$ cat config.mk
export PLATFORM = sky130hd
export DESIGN_NAME = shsm_sense_hold
export DESIGN_NICKNAME = d
export VERILOG_FILES = /design/src/logic/shsm_pkg.sv /design/src/logic/shsm_sense_hold.sv
export SDC_FILE = /design/constraint.sdc
export NUM_CORES = 1
export LEC_CHECK = 0
export BUFFER_PORTS_ARGS = -buffer_cell sky130_fd_sc_hd__buf_2
export CAP_MARGIN = 10
export CORE_UTILIZATION = 53
export CTS_CLUSTER_SIZE = 20
export DETAILED_ROUTE_END_ITERATION = 6
export HOLD_SLACK_MARGIN = 0.05
export PLACE_DENSITY = 0.86
export SYNTH_ARGS = -nofsm -noshare
export SYNTH_HDL_FRONTEND = slang
export SYNTH_SLANG_ARGS = --single-unit
$ cat constraint.sdc
create_clock -name pclk -period 8.5 [get_ports pclk]
set_clock_uncertainty 0.05 [all_clocks]
set_input_delay 1.275 -clock pclk [delete_from_list [all_inputs] [get_ports pclk]]
set_output_delay 1.275 -clock pclk [all_outputs]
set_load 0.1 [all_outputs]
$ cat src/logic/shsm_pkg.sv
package shsm_pkg;

  // Register byte offsets
  localparam logic [7:0] OFS_GCR      = 8'h00;
  localparam logic [7:0] OFS_RETRY0   = 8'h04;
  localparam logic [7:0] OFS_RETRY1   = 8'h08;
  localparam logic [7:0] OFS_FAULT    = 8'h0C;
  localparam logic [7:0] OFS_STATUS   = 8'h10;
  localparam logic [7:0] OFS_IRQ_STAT = 8'h14;
  localparam logic [7:0] OFS_IRQ_CLR  = 8'h18;
  localparam logic [7:0] OFS_IRQ_EN   = 8'h1C;

  // Field positions
  localparam int unsigned GCR_SEL0_BIT    = 0;
  localparam int unsigned GCR_SEL1_BIT    = 1;
  localparam int unsigned GCR_HOLD_BIT    = 2;
  localparam int unsigned OFP_BIT         = 8;
  localparam int unsigned PREWARN_BIT     = 8;
  localparam int unsigned CH0_STATE_BIT   = 0;
  localparam int unsigned CH1_STATE_BIT   = 1;
  localparam int unsigned IRQ_PREWARN_BIT = 0;
  localparam int unsigned IRQ_CAPTURE_BIT = 1;

  // Widths and reset values
  localparam int unsigned CODE_W      = 12;
  localparam logic [2:0]  GCR_RST     = 3'h0;
  localparam logic [1:0]  OFP_RST     = 2'h0;
  localparam logic [1:0]  IRQ_EN_RST  = 2'h0;
  localparam logic [11:0] SENSE_RST   = 12'h000;

  // Sense route, from the two select bits
  typedef enum logic [1:0] {
    SHSM_SEL_NONE, SHSM_SEL_CH0, SHSM_SEL_CH1, SHSM_SEL_TEMP
  } shsm_sel_e;

  typedef enum logic [1:0] {SHSM_TRACK, SHSM_HOLD, SHSM_FLUSH} shsm_state_e;

  // Converted sense quantities, all on pclk
  typedef struct packed {
    logic [11:0] ch0_code;
    logic [11:0] ch1_code;
    logic [11:0] temp_code;
    logic [11:0] offset_code;
  } shsm_analog_s;

endpackage

$ cat src/logic/shsm_sense_hold.sv
// Design decisions made here: the register addresses and the APB register port.
`timescale 1ns/1ps

// What this block does
// - Hold mode keeps sense output after switch-off
// - Capture latest sensed current at each switch-off
// - Strobe goes high at switch-off in hold
// - Sense valid only after strobe falls
// - Selection change: discard held, then track new
// - Off channel loses held value on switch
// - Offset polarity bit adds or subtracts offset
// - Held value uses polarity at switch-off
// - Polarity change while off leaves output
// - Set prewarning flag when temperature is high in normal mode
// - Flag clears on read after cooling only
// - Status shows both channel states live
// - Channel bit high when output above half
// - Strobe low once valid until switch-off
// - Two select bits route channel or temperature
module shsm_sense_hold (
  // Clock and reset
  input  wire logic                 pclk,
  input  wire logic                 presetn,
  // APB slave
  input  wire logic                 psel,
  input  wire logic                 penable,
  input  wire logic                 pwrite,
  input  wire logic [7:0]           paddr,
  input  wire logic [31:0]          pwdata,
  output logic                      pready,
  output logic                      pslverr,
  output logic      [31:0]          prdata,
  // Switch control and analog front end
  input  wire logic [1:0]           ch_on_cmd,
  input  wire logic                 normal_mode,
  input  wire shsm_pkg::shsm_analog_s analog,
  input  wire logic [1:0]           out_above_half,
  input  wire logic [1:0]           sense_settled,
  input  wire logic                 temp_over,
  // Sense output side
  output logic      [11:0]          sense_out,
  output logic                      sense_strobe,
  output logic                      held_valid,
  output logic                      irq
);

  localparam int unsigned NA = 5;

  logic [NA-1:0] s1_q, s2_q, s3_q, lv_q, lv_d;
  logic [2:0]    gcr_q, gcr_d;
  logic [1:0]    ofp_q, ofp_d;
  logic          prewarn_q, prewarn_d;
  logic [1:0]    irq_stat_q, irq_stat_d, irq_en_q, irq_en_d;
  logic [31:0]   prdata_q, prdata_d, rmux;
  logic          hit;
  logic [1:0]    on_prev_q, sel_prev_q;
  shsm_pkg::shsm_state_e state_q, state_d;
  logic [11:0]   held_q, held_d, sense_q, sense_d, live, raw;
  logic          hv_q, hv_d, strobe_q, strobe_d;
  logic          setup, access, wr, rd, fault_rd;
  logic          hold_en, is_ch, ch, on, on_prev, on_fall, on_rise;
  logic          sel_chg, capture, settled, hot;
  logic [1:0]    out_st;
  shsm_pkg::shsm_sel_e sel;

  // Asynchronous levels: three stages, accepted when stages two and three agree
  always_comb begin
    lv_d = lv_q;
    for (int i = 0; i < NA; i++) begin
      if (s2_q[i] == s3_q[i]) begin
        lv_d[i] = s3_q[i];
      end
    end
  end

  always_ff @(posedge pclk or negedge presetn) begin
    if (!presetn) begin
      s1_q <= '0;
      s2_q <= '0;
      s3_q <= '0;
      lv_q <= '0;
    end else begin
      s1_q <= {temp_over, sense_settled, out_above_half};
      s2_q <= s1_q;
      s3_q <= s2_q;
      lv_q <= lv_d;
    end
  end

  assign out_st = lv_q[1:0];
  assign hot    = lv_q[4];

  // APB decode; zero wait states
  assign setup    = psel & ~penable;
  assign access   = psel & penable;
  assign wr       = access & pwrite;
  assign rd       = access & ~pwrite;
  assign fault_rd = rd & (paddr == shsm_pkg::OFS_FAULT);
  assign pready   = 1'b1;
  assign pslverr  = access & ~hit;
  assign prdata   = prdata_q;

  always_comb begin
    rmux = '0;
    hit  = 1'b1;
    if (paddr == shsm_pkg::OFS_GCR) begin
      rmux[2:0] = gcr_q;
    end else if (paddr == shsm_pkg::OFS_RETRY0) begin
      rmux[shsm_pkg::OFP_BIT] = ofp_q[0];
    end else if (paddr == shsm_pkg::OFS_RETRY1) begin
      rmux[shsm_pkg::OFP_BIT] = ofp_q[1];
    end else if (paddr == shsm_pkg::OFS_FAULT) begin
      rmux[shsm_pkg::PREWARN_BIT] = prewarn_q;
    end else if (paddr == shsm_pkg::OFS_STATUS) begin
      rmux[shsm_pkg::CH0_STATE_BIT] = out_st[0];
      rmux[shsm_pkg::CH1_STATE_BIT] = out_st[1];
    end else if (paddr == shsm_pkg::OFS_IRQ_STAT) begin
      rmux[1:0] = irq_stat_q;
    end else if (paddr == shsm_pkg::OFS_IRQ_CLR) begin
      rmux = '0;
    end else if (paddr == shsm_pkg::OFS_IRQ_EN) begin
      rmux[1:0] = irq_en_q;
    end else begin
      hit = 1'b0;
    end
  end

  // Register file next state
  always_comb begin
    gcr_d      = gcr_q;
    ofp_d      = ofp_q;
    irq_en_d   = irq_en_q;
    prdata_d   = prdata_q;
    if (setup && !pwrite) begin
      prdata_d = rmux;
    end
    if (wr && paddr == shsm_pkg::OFS_GCR) begin
      gcr_d = pwdata[2:0];
    end
    if (wr && paddr == shsm_pkg::OFS_RETRY0) begin
      ofp_d[0] = pwdata[shsm_pkg::OFP_BIT];
    end
    if (wr && paddr == shsm_pkg::OFS_RETRY1) begin
      ofp_d[1] = pwdata[shsm_pkg::OFP_BIT];
    end
    if (wr && paddr == shsm_pkg::OFS_IRQ_EN) begin
      irq_en_d = pwdata[1:0];
    end
    // The read clear applies only when not hot, so a hot read never drops it, in or out of normal mode
    prewarn_d = (normal_mode & hot) | (prewarn_q & ~(fault_rd & ~hot));
    irq_stat_d = irq_stat_q;
    if (wr && paddr == shsm_pkg::OFS_IRQ_CLR) begin
      irq_stat_d = irq_stat_q & ~pwdata[1:0];
    end
    if (normal_mode && hot && !prewarn_q) begin
      irq_stat_d[shsm_pkg::IRQ_PREWARN_BIT] = 1'b1;
    end
    if (capture) begin
      irq_stat_d[shsm_pkg::IRQ_CAPTURE_BIT] = 1'b1;
    end
  end

  always_ff @(posedge pclk or negedge presetn) begin
    if (!presetn) begin
      gcr_q      <= shsm_pkg::GCR_RST;
      ofp_q      <= shsm_pkg::OFP_RST;
      irq_en_q   <= shsm_pkg::IRQ_EN_RST;
      irq_stat_q <= '0;
      prewarn_q  <= 1'b0;
      prdata_q   <= '0;
    end else begin
      gcr_q      <= gcr_d;
      ofp_q      <= ofp_d;
      irq_en_q   <= irq_en_d;
      irq_stat_q <= irq_stat_d;
      prewarn_q  <= prewarn_d;
      prdata_q   <= prdata_d;
    end
  end

  assign irq = |(irq_stat_q & irq_en_q);

  // Sense route and offset polarity
  assign sel     = shsm_pkg::shsm_sel_e'(gcr_q[1:0]);
  assign hold_en = gcr_q[shsm_pkg::GCR_HOLD_BIT];
  assign is_ch   = (sel == shsm_pkg::SHSM_SEL_CH0) || (sel == shsm_pkg::SHSM_SEL_CH1);
  assign ch      = (sel == shsm_pkg::SHSM_SEL_CH1);
  assign on      = is_ch & ch_on_cmd[ch];
  assign on_prev = is_ch & on_prev_q[ch];
  assign on_fall = on_prev & ~on;
  assign on_rise = ~on_prev & on;
  assign settled = lv_q[2 + 32'(ch)];
  assign sel_chg = (gcr_q[1:0] != sel_prev_q);
  assign raw     = ch ? analog.ch1_code : analog.ch0_code;
  // Wraps rather than saturates; the offset term is small against full scale
  assign live    = ofp_q[ch] ? raw + analog.offset_code
                             : raw - analog.offset_code;

  assign capture = hold_en && is_ch && !sel_chg && on_fall && (state_q == shsm_pkg::SHSM_TRACK);

  // Track and hold sequencing
  always_comb begin
    state_d = state_q;
    held_d  = held_q;
    hv_d    = hv_q;
    case (state_q)
      shsm_pkg::SHSM_TRACK: begin
        if (hold_en && sel_chg) begin
          state_d = shsm_pkg::SHSM_FLUSH;
        end else if (capture) begin
          state_d = shsm_pkg::SHSM_HOLD;
          held_d  = live;
          hv_d    = 1'b1;
        end
      end
      shsm_pkg::SHSM_HOLD: begin
        // Polarity writes while off do not touch held_q
        if (sel_chg) begin
          state_d = shsm_pkg::SHSM_FLUSH;
        end else if (on_rise || !hold_en) begin
          state_d = shsm_pkg::SHSM_TRACK;
          hv_d    = 1'b0;
        end
      end
      default: begin
        state_d = shsm_pkg::SHSM_TRACK;
        held_d  = shsm_pkg::SENSE_RST;
        hv_d    = 1'b0;
      end
    endcase
    if (state_d == shsm_pkg::SHSM_FLUSH) begin
      held_d = shsm_pkg::SENSE_RST;
      hv_d   = 1'b0;
    end
  end

  // Output value and strobe, registered from state_d so they change together with state_q
  always_comb begin
    if (sel == shsm_pkg::SHSM_SEL_TEMP) begin
      sense_d = analog.temp_code;
    end else if (state_d == shsm_pkg::SHSM_HOLD) begin
      sense_d = held_d;
    end else if (state_d == shsm_pkg::SHSM_TRACK && on) begin
      sense_d = live;
    end else begin
      sense_d = shsm_pkg::SENSE_RST;
    end
    // Low only while the tracked channel is on and settled
    strobe_d = !(on && settled && state_d == shsm_pkg::SHSM_TRACK);
  end

  always_ff @(posedge pclk or negedge presetn) begin
    if (!presetn) begin
      state_q    <= shsm_pkg::SHSM_TRACK;
      held_q     <= shsm_pkg::SENSE_RST;
      hv_q       <= 1'b0;
      sense_q    <= shsm_pkg::SENSE_RST;
      strobe_q   <= 1'b1;
      on_prev_q  <= '0;
      sel_prev_q <= '0;
    end else begin
      state_q    <= state_d;
      held_q     <= held_d;
      hv_q       <= hv_d;
      sense_q    <= sense_d;
      strobe_q   <= strobe_d;
      on_prev_q  <= ch_on_cmd;
      sel_prev_q <= gcr_q[1:0];
    end
  end

  assign sense_out    = sense_q;
  assign sense_strobe = strobe_q;
  assign held_valid   = hv_q;
endmodule // shsm_sense_hold

---- Word level (Yosys, flattened, before mapping) ----
Index checks and enable logic that the tools add are counted.
word-level totals
  logic and storage cells ................. 156
  bits of input ports ..................... 101
  output and inout port bits .............. 49
  register bits after elaboration ......... 94
operators by class
  equal/unequal tests ..................... 23
  reduce and logical (&&, ||, !) cells .... 30
  $add $sub $neg .......................... 3
  bitwise operators ....................... 24
  $lt $le $gt $ge ......................... 2
  mux-type cells .......................... 51
operators with widths
  kind                  count
  $mux W12              8
  $eq A8 B5 Y1 const B  4
  $mux W1               25
  $pmux W12 S2          1
  $mux W2               10
  $eq A8 B4 Y1 const B  2
  $logic_and A1 B1 Y1   16
  $mux W8               2
  $and A1 B1 Y1         13
  $add A12 B12 Y12      1
  $sub A12 B12 Y12      1
  $eq A8 B3 Y1 const B  1
  $logic_not A8 Y1      1
  $not A1 Y1            7
  $eq A2 B1 Y1 const B  3
  $eq A2 B2 Y1 const B  3
  $mux W6               1
  $ne A3 B2 Y1 const B  2
  $ne A3 B3 Y1 const B  2
  $eq A1 B1 Y1          5
  $logic_not A1 Y1      5
  $and A2 B2 Y2         2
  $logic_not A2 Y1      2
  $lt A3 B4 Y1 const B  1
  13 further kinds      15

---- Logic depth before layout (Yosys ltp) ----
  word-level depth ........................ 16
  mapped depth ............................ 14
  depth with buffers taken out ............ 13

---- Worst setup path before layout ----
No wires, ideal clock.
  kind .................................... input port to output port
  start point ............................. input port paddr[0]
  end point ............................... output port pslverr
  data arrival time ....................... 2,672 ps
  path buffers ............................ 0
  cell stages on the path ................. 3
  data required time ...................... 7,175 ps
  setup slack ............................. 4,503 ps
  cell sequence ........................... or4_1 nor2_1 nor2_1
between the ends
  cells in the longest elaborated chain, start to end .. 11
  elaborated cells between the ends (all ways) .. 18
  classes of those cells .................. eq/ne (7); mux (8); bitwise (2); reduce/logical (1)
ends and longest elaborated chain
  item             line                    RTL
  from (decl)      shsm_sense_hold.sv:28   input wire logic [7:0] paddr,
  $eq A8 B5 Y1     shsm_sense_hold.sv:121  end else if (paddr == shsm_pkg::OFS_IRQ_EN) begin
  $mux W1          shsm_sense_hold.sv:121
  $mux W1          shsm_sense_hold.sv:119  end else if (paddr == shsm_pkg::OFS_IRQ_CLR) begin
  $mux W1          shsm_sense_hold.sv:117  end else if (paddr == shsm_pkg::OFS_IRQ_STAT) begin
  $mux W1          shsm_sense_hold.sv:114  end else if (paddr == shsm_pkg::OFS_STATUS) begin
  $mux W1          shsm_sense_hold.sv:112  end else if (paddr == shsm_pkg::OFS_FAULT) begin
  $mux W1          shsm_sense_hold.sv:110  end else if (paddr == shsm_pkg::OFS_RETRY1) begin
  $mux W1          shsm_sense_hold.sv:108  end else if (paddr == shsm_pkg::OFS_RETRY0) begin
  $mux W1 *        shsm_sense_hold.sv:106  if (paddr == shsm_pkg::OFS_GCR) begin
  $not A1 Y1 *     shsm_sense_hold.sv:100  assign pslverr = access & ~hit;
  $and A1 B1 Y1 *  shsm_sense_hold.sv:100
  to (decl)        shsm_sense_hold.sv:31   output logic pslverr,
Every way passes the cells marked *; elsewhere a longest branch is shown, timed or not.

---- Final worst setup path ----
  start point ............................. register gcr_q[0]
  end point ............................... register sense_q[5] (netlist: sense_out[5])
between the ends
  cells in the longest elaborated chain, start to end .. 16
  elaborated cells between the ends (all ways) .. 44
  classes of those cells .................. add/sub (2); eq/ne (6); mux (20); bitwise (6); reduce/logical (10)
ends and longest elaborated chain
  item                                                       line                    RTL
  from (decl)                                                shsm_sense_hold.sv:50   logic [2:0] gcr_q, gcr_d;
  from (signal assigned)                                     shsm_sense_hold.sv:165  gcr_q <= shsm_pkg::GCR_RST;
  from (signal assigned)                                     shsm_sense_hold.sv:172  gcr_q <= gcr_d;
  branches (longest 15 deep; another with $sub A12 B12 Y12)  -
  $mux W12 *                                                 shsm_sense_hold.sv:239  if (sel == shsm_pkg::SHSM_SEL_TEMP) begin
  net sense_d[5]                                             shsm_sense_hold.sv:58   logic [11:0] held_q, held_d, sense_q, sense_d, live, raw;
  to (signal assigned)                                       shsm_sense_hold.sv:257  sense_q <= shsm_pkg::SENSE_RST;
  to (signal assigned)                                       shsm_sense_hold.sv:265  sense_q <= sense_d;
  to (decl)                                                  shsm_sense_hold.sv:58
Mark *: on every way through the listed nets, which the timed path passes. The select of a mux whose other input is x is not followed.
A chain may end at the register's enable or synchronous reset.

==> metrics.yaml <==
postCtsHoldBufs: 0
fin_ws_ns: 4.59
p_leak_nw: 2.21
synth_area_leader_cell: "dfrtp_1"
maxSlewHeadroom_pct: 34.7
cts_tree: "yes"
period_minus_slack_ns: 3.91
synth.area.top_cells: "dfrtp_1 (42%), mux2_2 (6.5%), buf_4 (5.7%)"
fill_cells: 566
postLayoutCellArea_um2: 4510
final_util_pct: 65.4
layout.cells.non_filler: 573
status: "complete, no violations"
layout-drive-gt1-share_pct: 29.8
clk_path_buf_depth: 2
grt_antenna_before_repair: 0
place_hpwl_mm: 6.06
area_growth_pct: 17.6
cts.clk_slew.worst_paths_ns: 0.07
arrival_ns: 4.13
post_cts_resized: 0
synth_ff_type: "dfrtp_1"
multi_input_area_um2: 1980
cp-start-kind: "register"
grt_max_degree: 67
netlist_area_um2: 3840
die_area_um2: 7590
ir_drop_uv: 168
slew_viol_final: 0
cts_htree_levels: 3
gp_congestion: 0.961
first_pass_iters: 4
die_w_um: 87.1
synth_edf_count: 0
cts_setup_buffers: 0
maxClockFrequency_mhz: 256
dp_cells: 557
synth_top_area_share_pct: 42.4
finalSetupViolCount: 0
seqCellArea_um2: 1650
grt_overflow: 0
async_flop_share_pct: 100
ctsRootBufferMaster: "clkbuf_8"
num-nets-final: 588
yosysWarningCount: 0
ant_nets: 0
rsz0062_at_grt: "false"
min_period_over_period_pct: 46.0
grt_util_all_layers_pct: 22.4
die_y_um: 87.1
vias_per_cell: 5.40
synth-seq-cells: 66
path_class: "reg -> reg"
synth_cell_types: 59
cts.sink_count: 66
hp-class: "reg -> reg"
drv_cap: 0
start_util_pct: 55.6
final_cell_mix: "buf_2 (92), dfrtp_1 (65), o21ai_0 (31), nor2_1 (29), conb_1 (29)"
n_antenna_cell: 0
vias: 3095
hold_viol: 0
end_kind: "register"
drc_errors: 0
p_per_area_nw_per_um2: 185
row_count: 30
drt-initial-drc-count: 196
portBuffers: 92
layout_commonest_cell: "buf_2"
required_ns: 8.72
pre_cts_slack_ns: 4.56
wl_mm: 8.03
synthesis.instances: 379
fin_setup_tns_ns: 0
routedWlPerCell_um: 14.0
tightest_slew_ns: 0.979
fp.coreArea_um2: 6910
synth_seq_area_share_pct: 43.0
path_max_fanout: 19
dpl_cell_area_um2: 4260
worstSkewPairLatency_ns: 0.35
cts_made_buffers: 9
grt_first_pass_wirelength_mm: 13.0
synth_area_per_cell_um2: 10.1
ioPinCount: 150
grt_pass1_vias: 2891
-- registers in the layout, summed over array words and instances, names as in the netlist, 3 cells and up --
register and flops:
s2_q 5, lv_q 5, s1_q 5, gcr_q 3, s3_q 5, prdata 4
held_q 12, sense_out 12
-- metrics by stage --
stage                     hold slack, ns  power [W]
after global routing               0.308   0.000872
after floorplan                    0.281   0.000484
after detailed placement           0.288   0.000516
after CTS                          0.305   0.000843
after global placement             0.283   0.000513
final                              0.303   0.000836
-- cell families after synthesis --
kind of cell	synth area share, %
other	0.196
adders and majority gates	6.39
muxes	9.45
DFF	43.0
buffers and inverters	8.11
and+or+nand+nor	13.3
AOI/OAI and AO/OA	15.0
xor gates and xnor gates	4.56
-- final cells by class --
cell class	count	share of cell area [%]
Clock buffer	10	3.05
Clock inverter	6	2.52
Inverter	12	0.998
Multi-Input combinational cell	290	43.8
Sequential cell	66	36.6
Tap cell	96	2.66
Timing Repair Buffer	93	10.4
-- cell usage after synthesis (all sizes together), types with 3 or more instances --
cell,number
a211oi,4
a21o,4
a21oi,17
a22oi,8
buf,31
clkbuf,7
dfrtp,65
ha,14
inv,11
maj3,5
mux2,23
mux2i,10
nand2,20
nand3,4
nand3b,4
nand4,6
nor2,29
nor2b,3
nor3,7
nor3b,3
o21a,3
o21ai,32
or2,4
or3,5
xnor2,10
xor2,10
-- final timing paths --
check | startpoint | to | slack (ns) | depth (start not counted)
max in group asynchronous | presetn | ofp_q[0] | 6.84 | 2
setup reg to reg | gcr_q[0] | sense_out[5] | 4.59 | 12
hold reg to reg | s1_q[1] | s2_q[1] | 0.30 | 0
hold / removal | s1_q[1] | s2_q[1] | 0.30 | 0
min in group asynchronous | presetn | sense_out[2] | 1.04 | 2
setup / recovery | gcr_q[0] | sense_out[5] | 4.59 | 12
-- layer usage --
metal	share of wire [%]	up-vias	global-route usage (%)	routed length, um
met3	6.2	12	7.58	497
li1	-	1490	-	-
met2	50	117	38.0	3980
met5	0	-	0	0
met4	1.4	0	7.60	111
met1	43	1476	26.7	3440
-- report_power, final --
part	internal (W)	switching, W	total (W)
logic	0.0000498	0.000132	0.000181
registers	0.000325	0.00000579	0.000331
clock network	0.000203	0.000121	0.000324
total	0.000578	0.000258	0.000836
-- worst max-delay path, stage by stage, from the launching register on --
cell and delay, ns:
dfrtp_1 0.45, inv_1 0.09, ha_1 0.80, mux2i_1 0.56, nor2_1 0.09, a21o_1 0.19
ha_1 0.31, a211oi_1 0.32, o21a_1 0.21, o211ai_1 0.15, o22a_1 0.24, o22a_1 0.22
o21ai_0 0.16
Note: power is estimated with default switching activity, not from simulation.
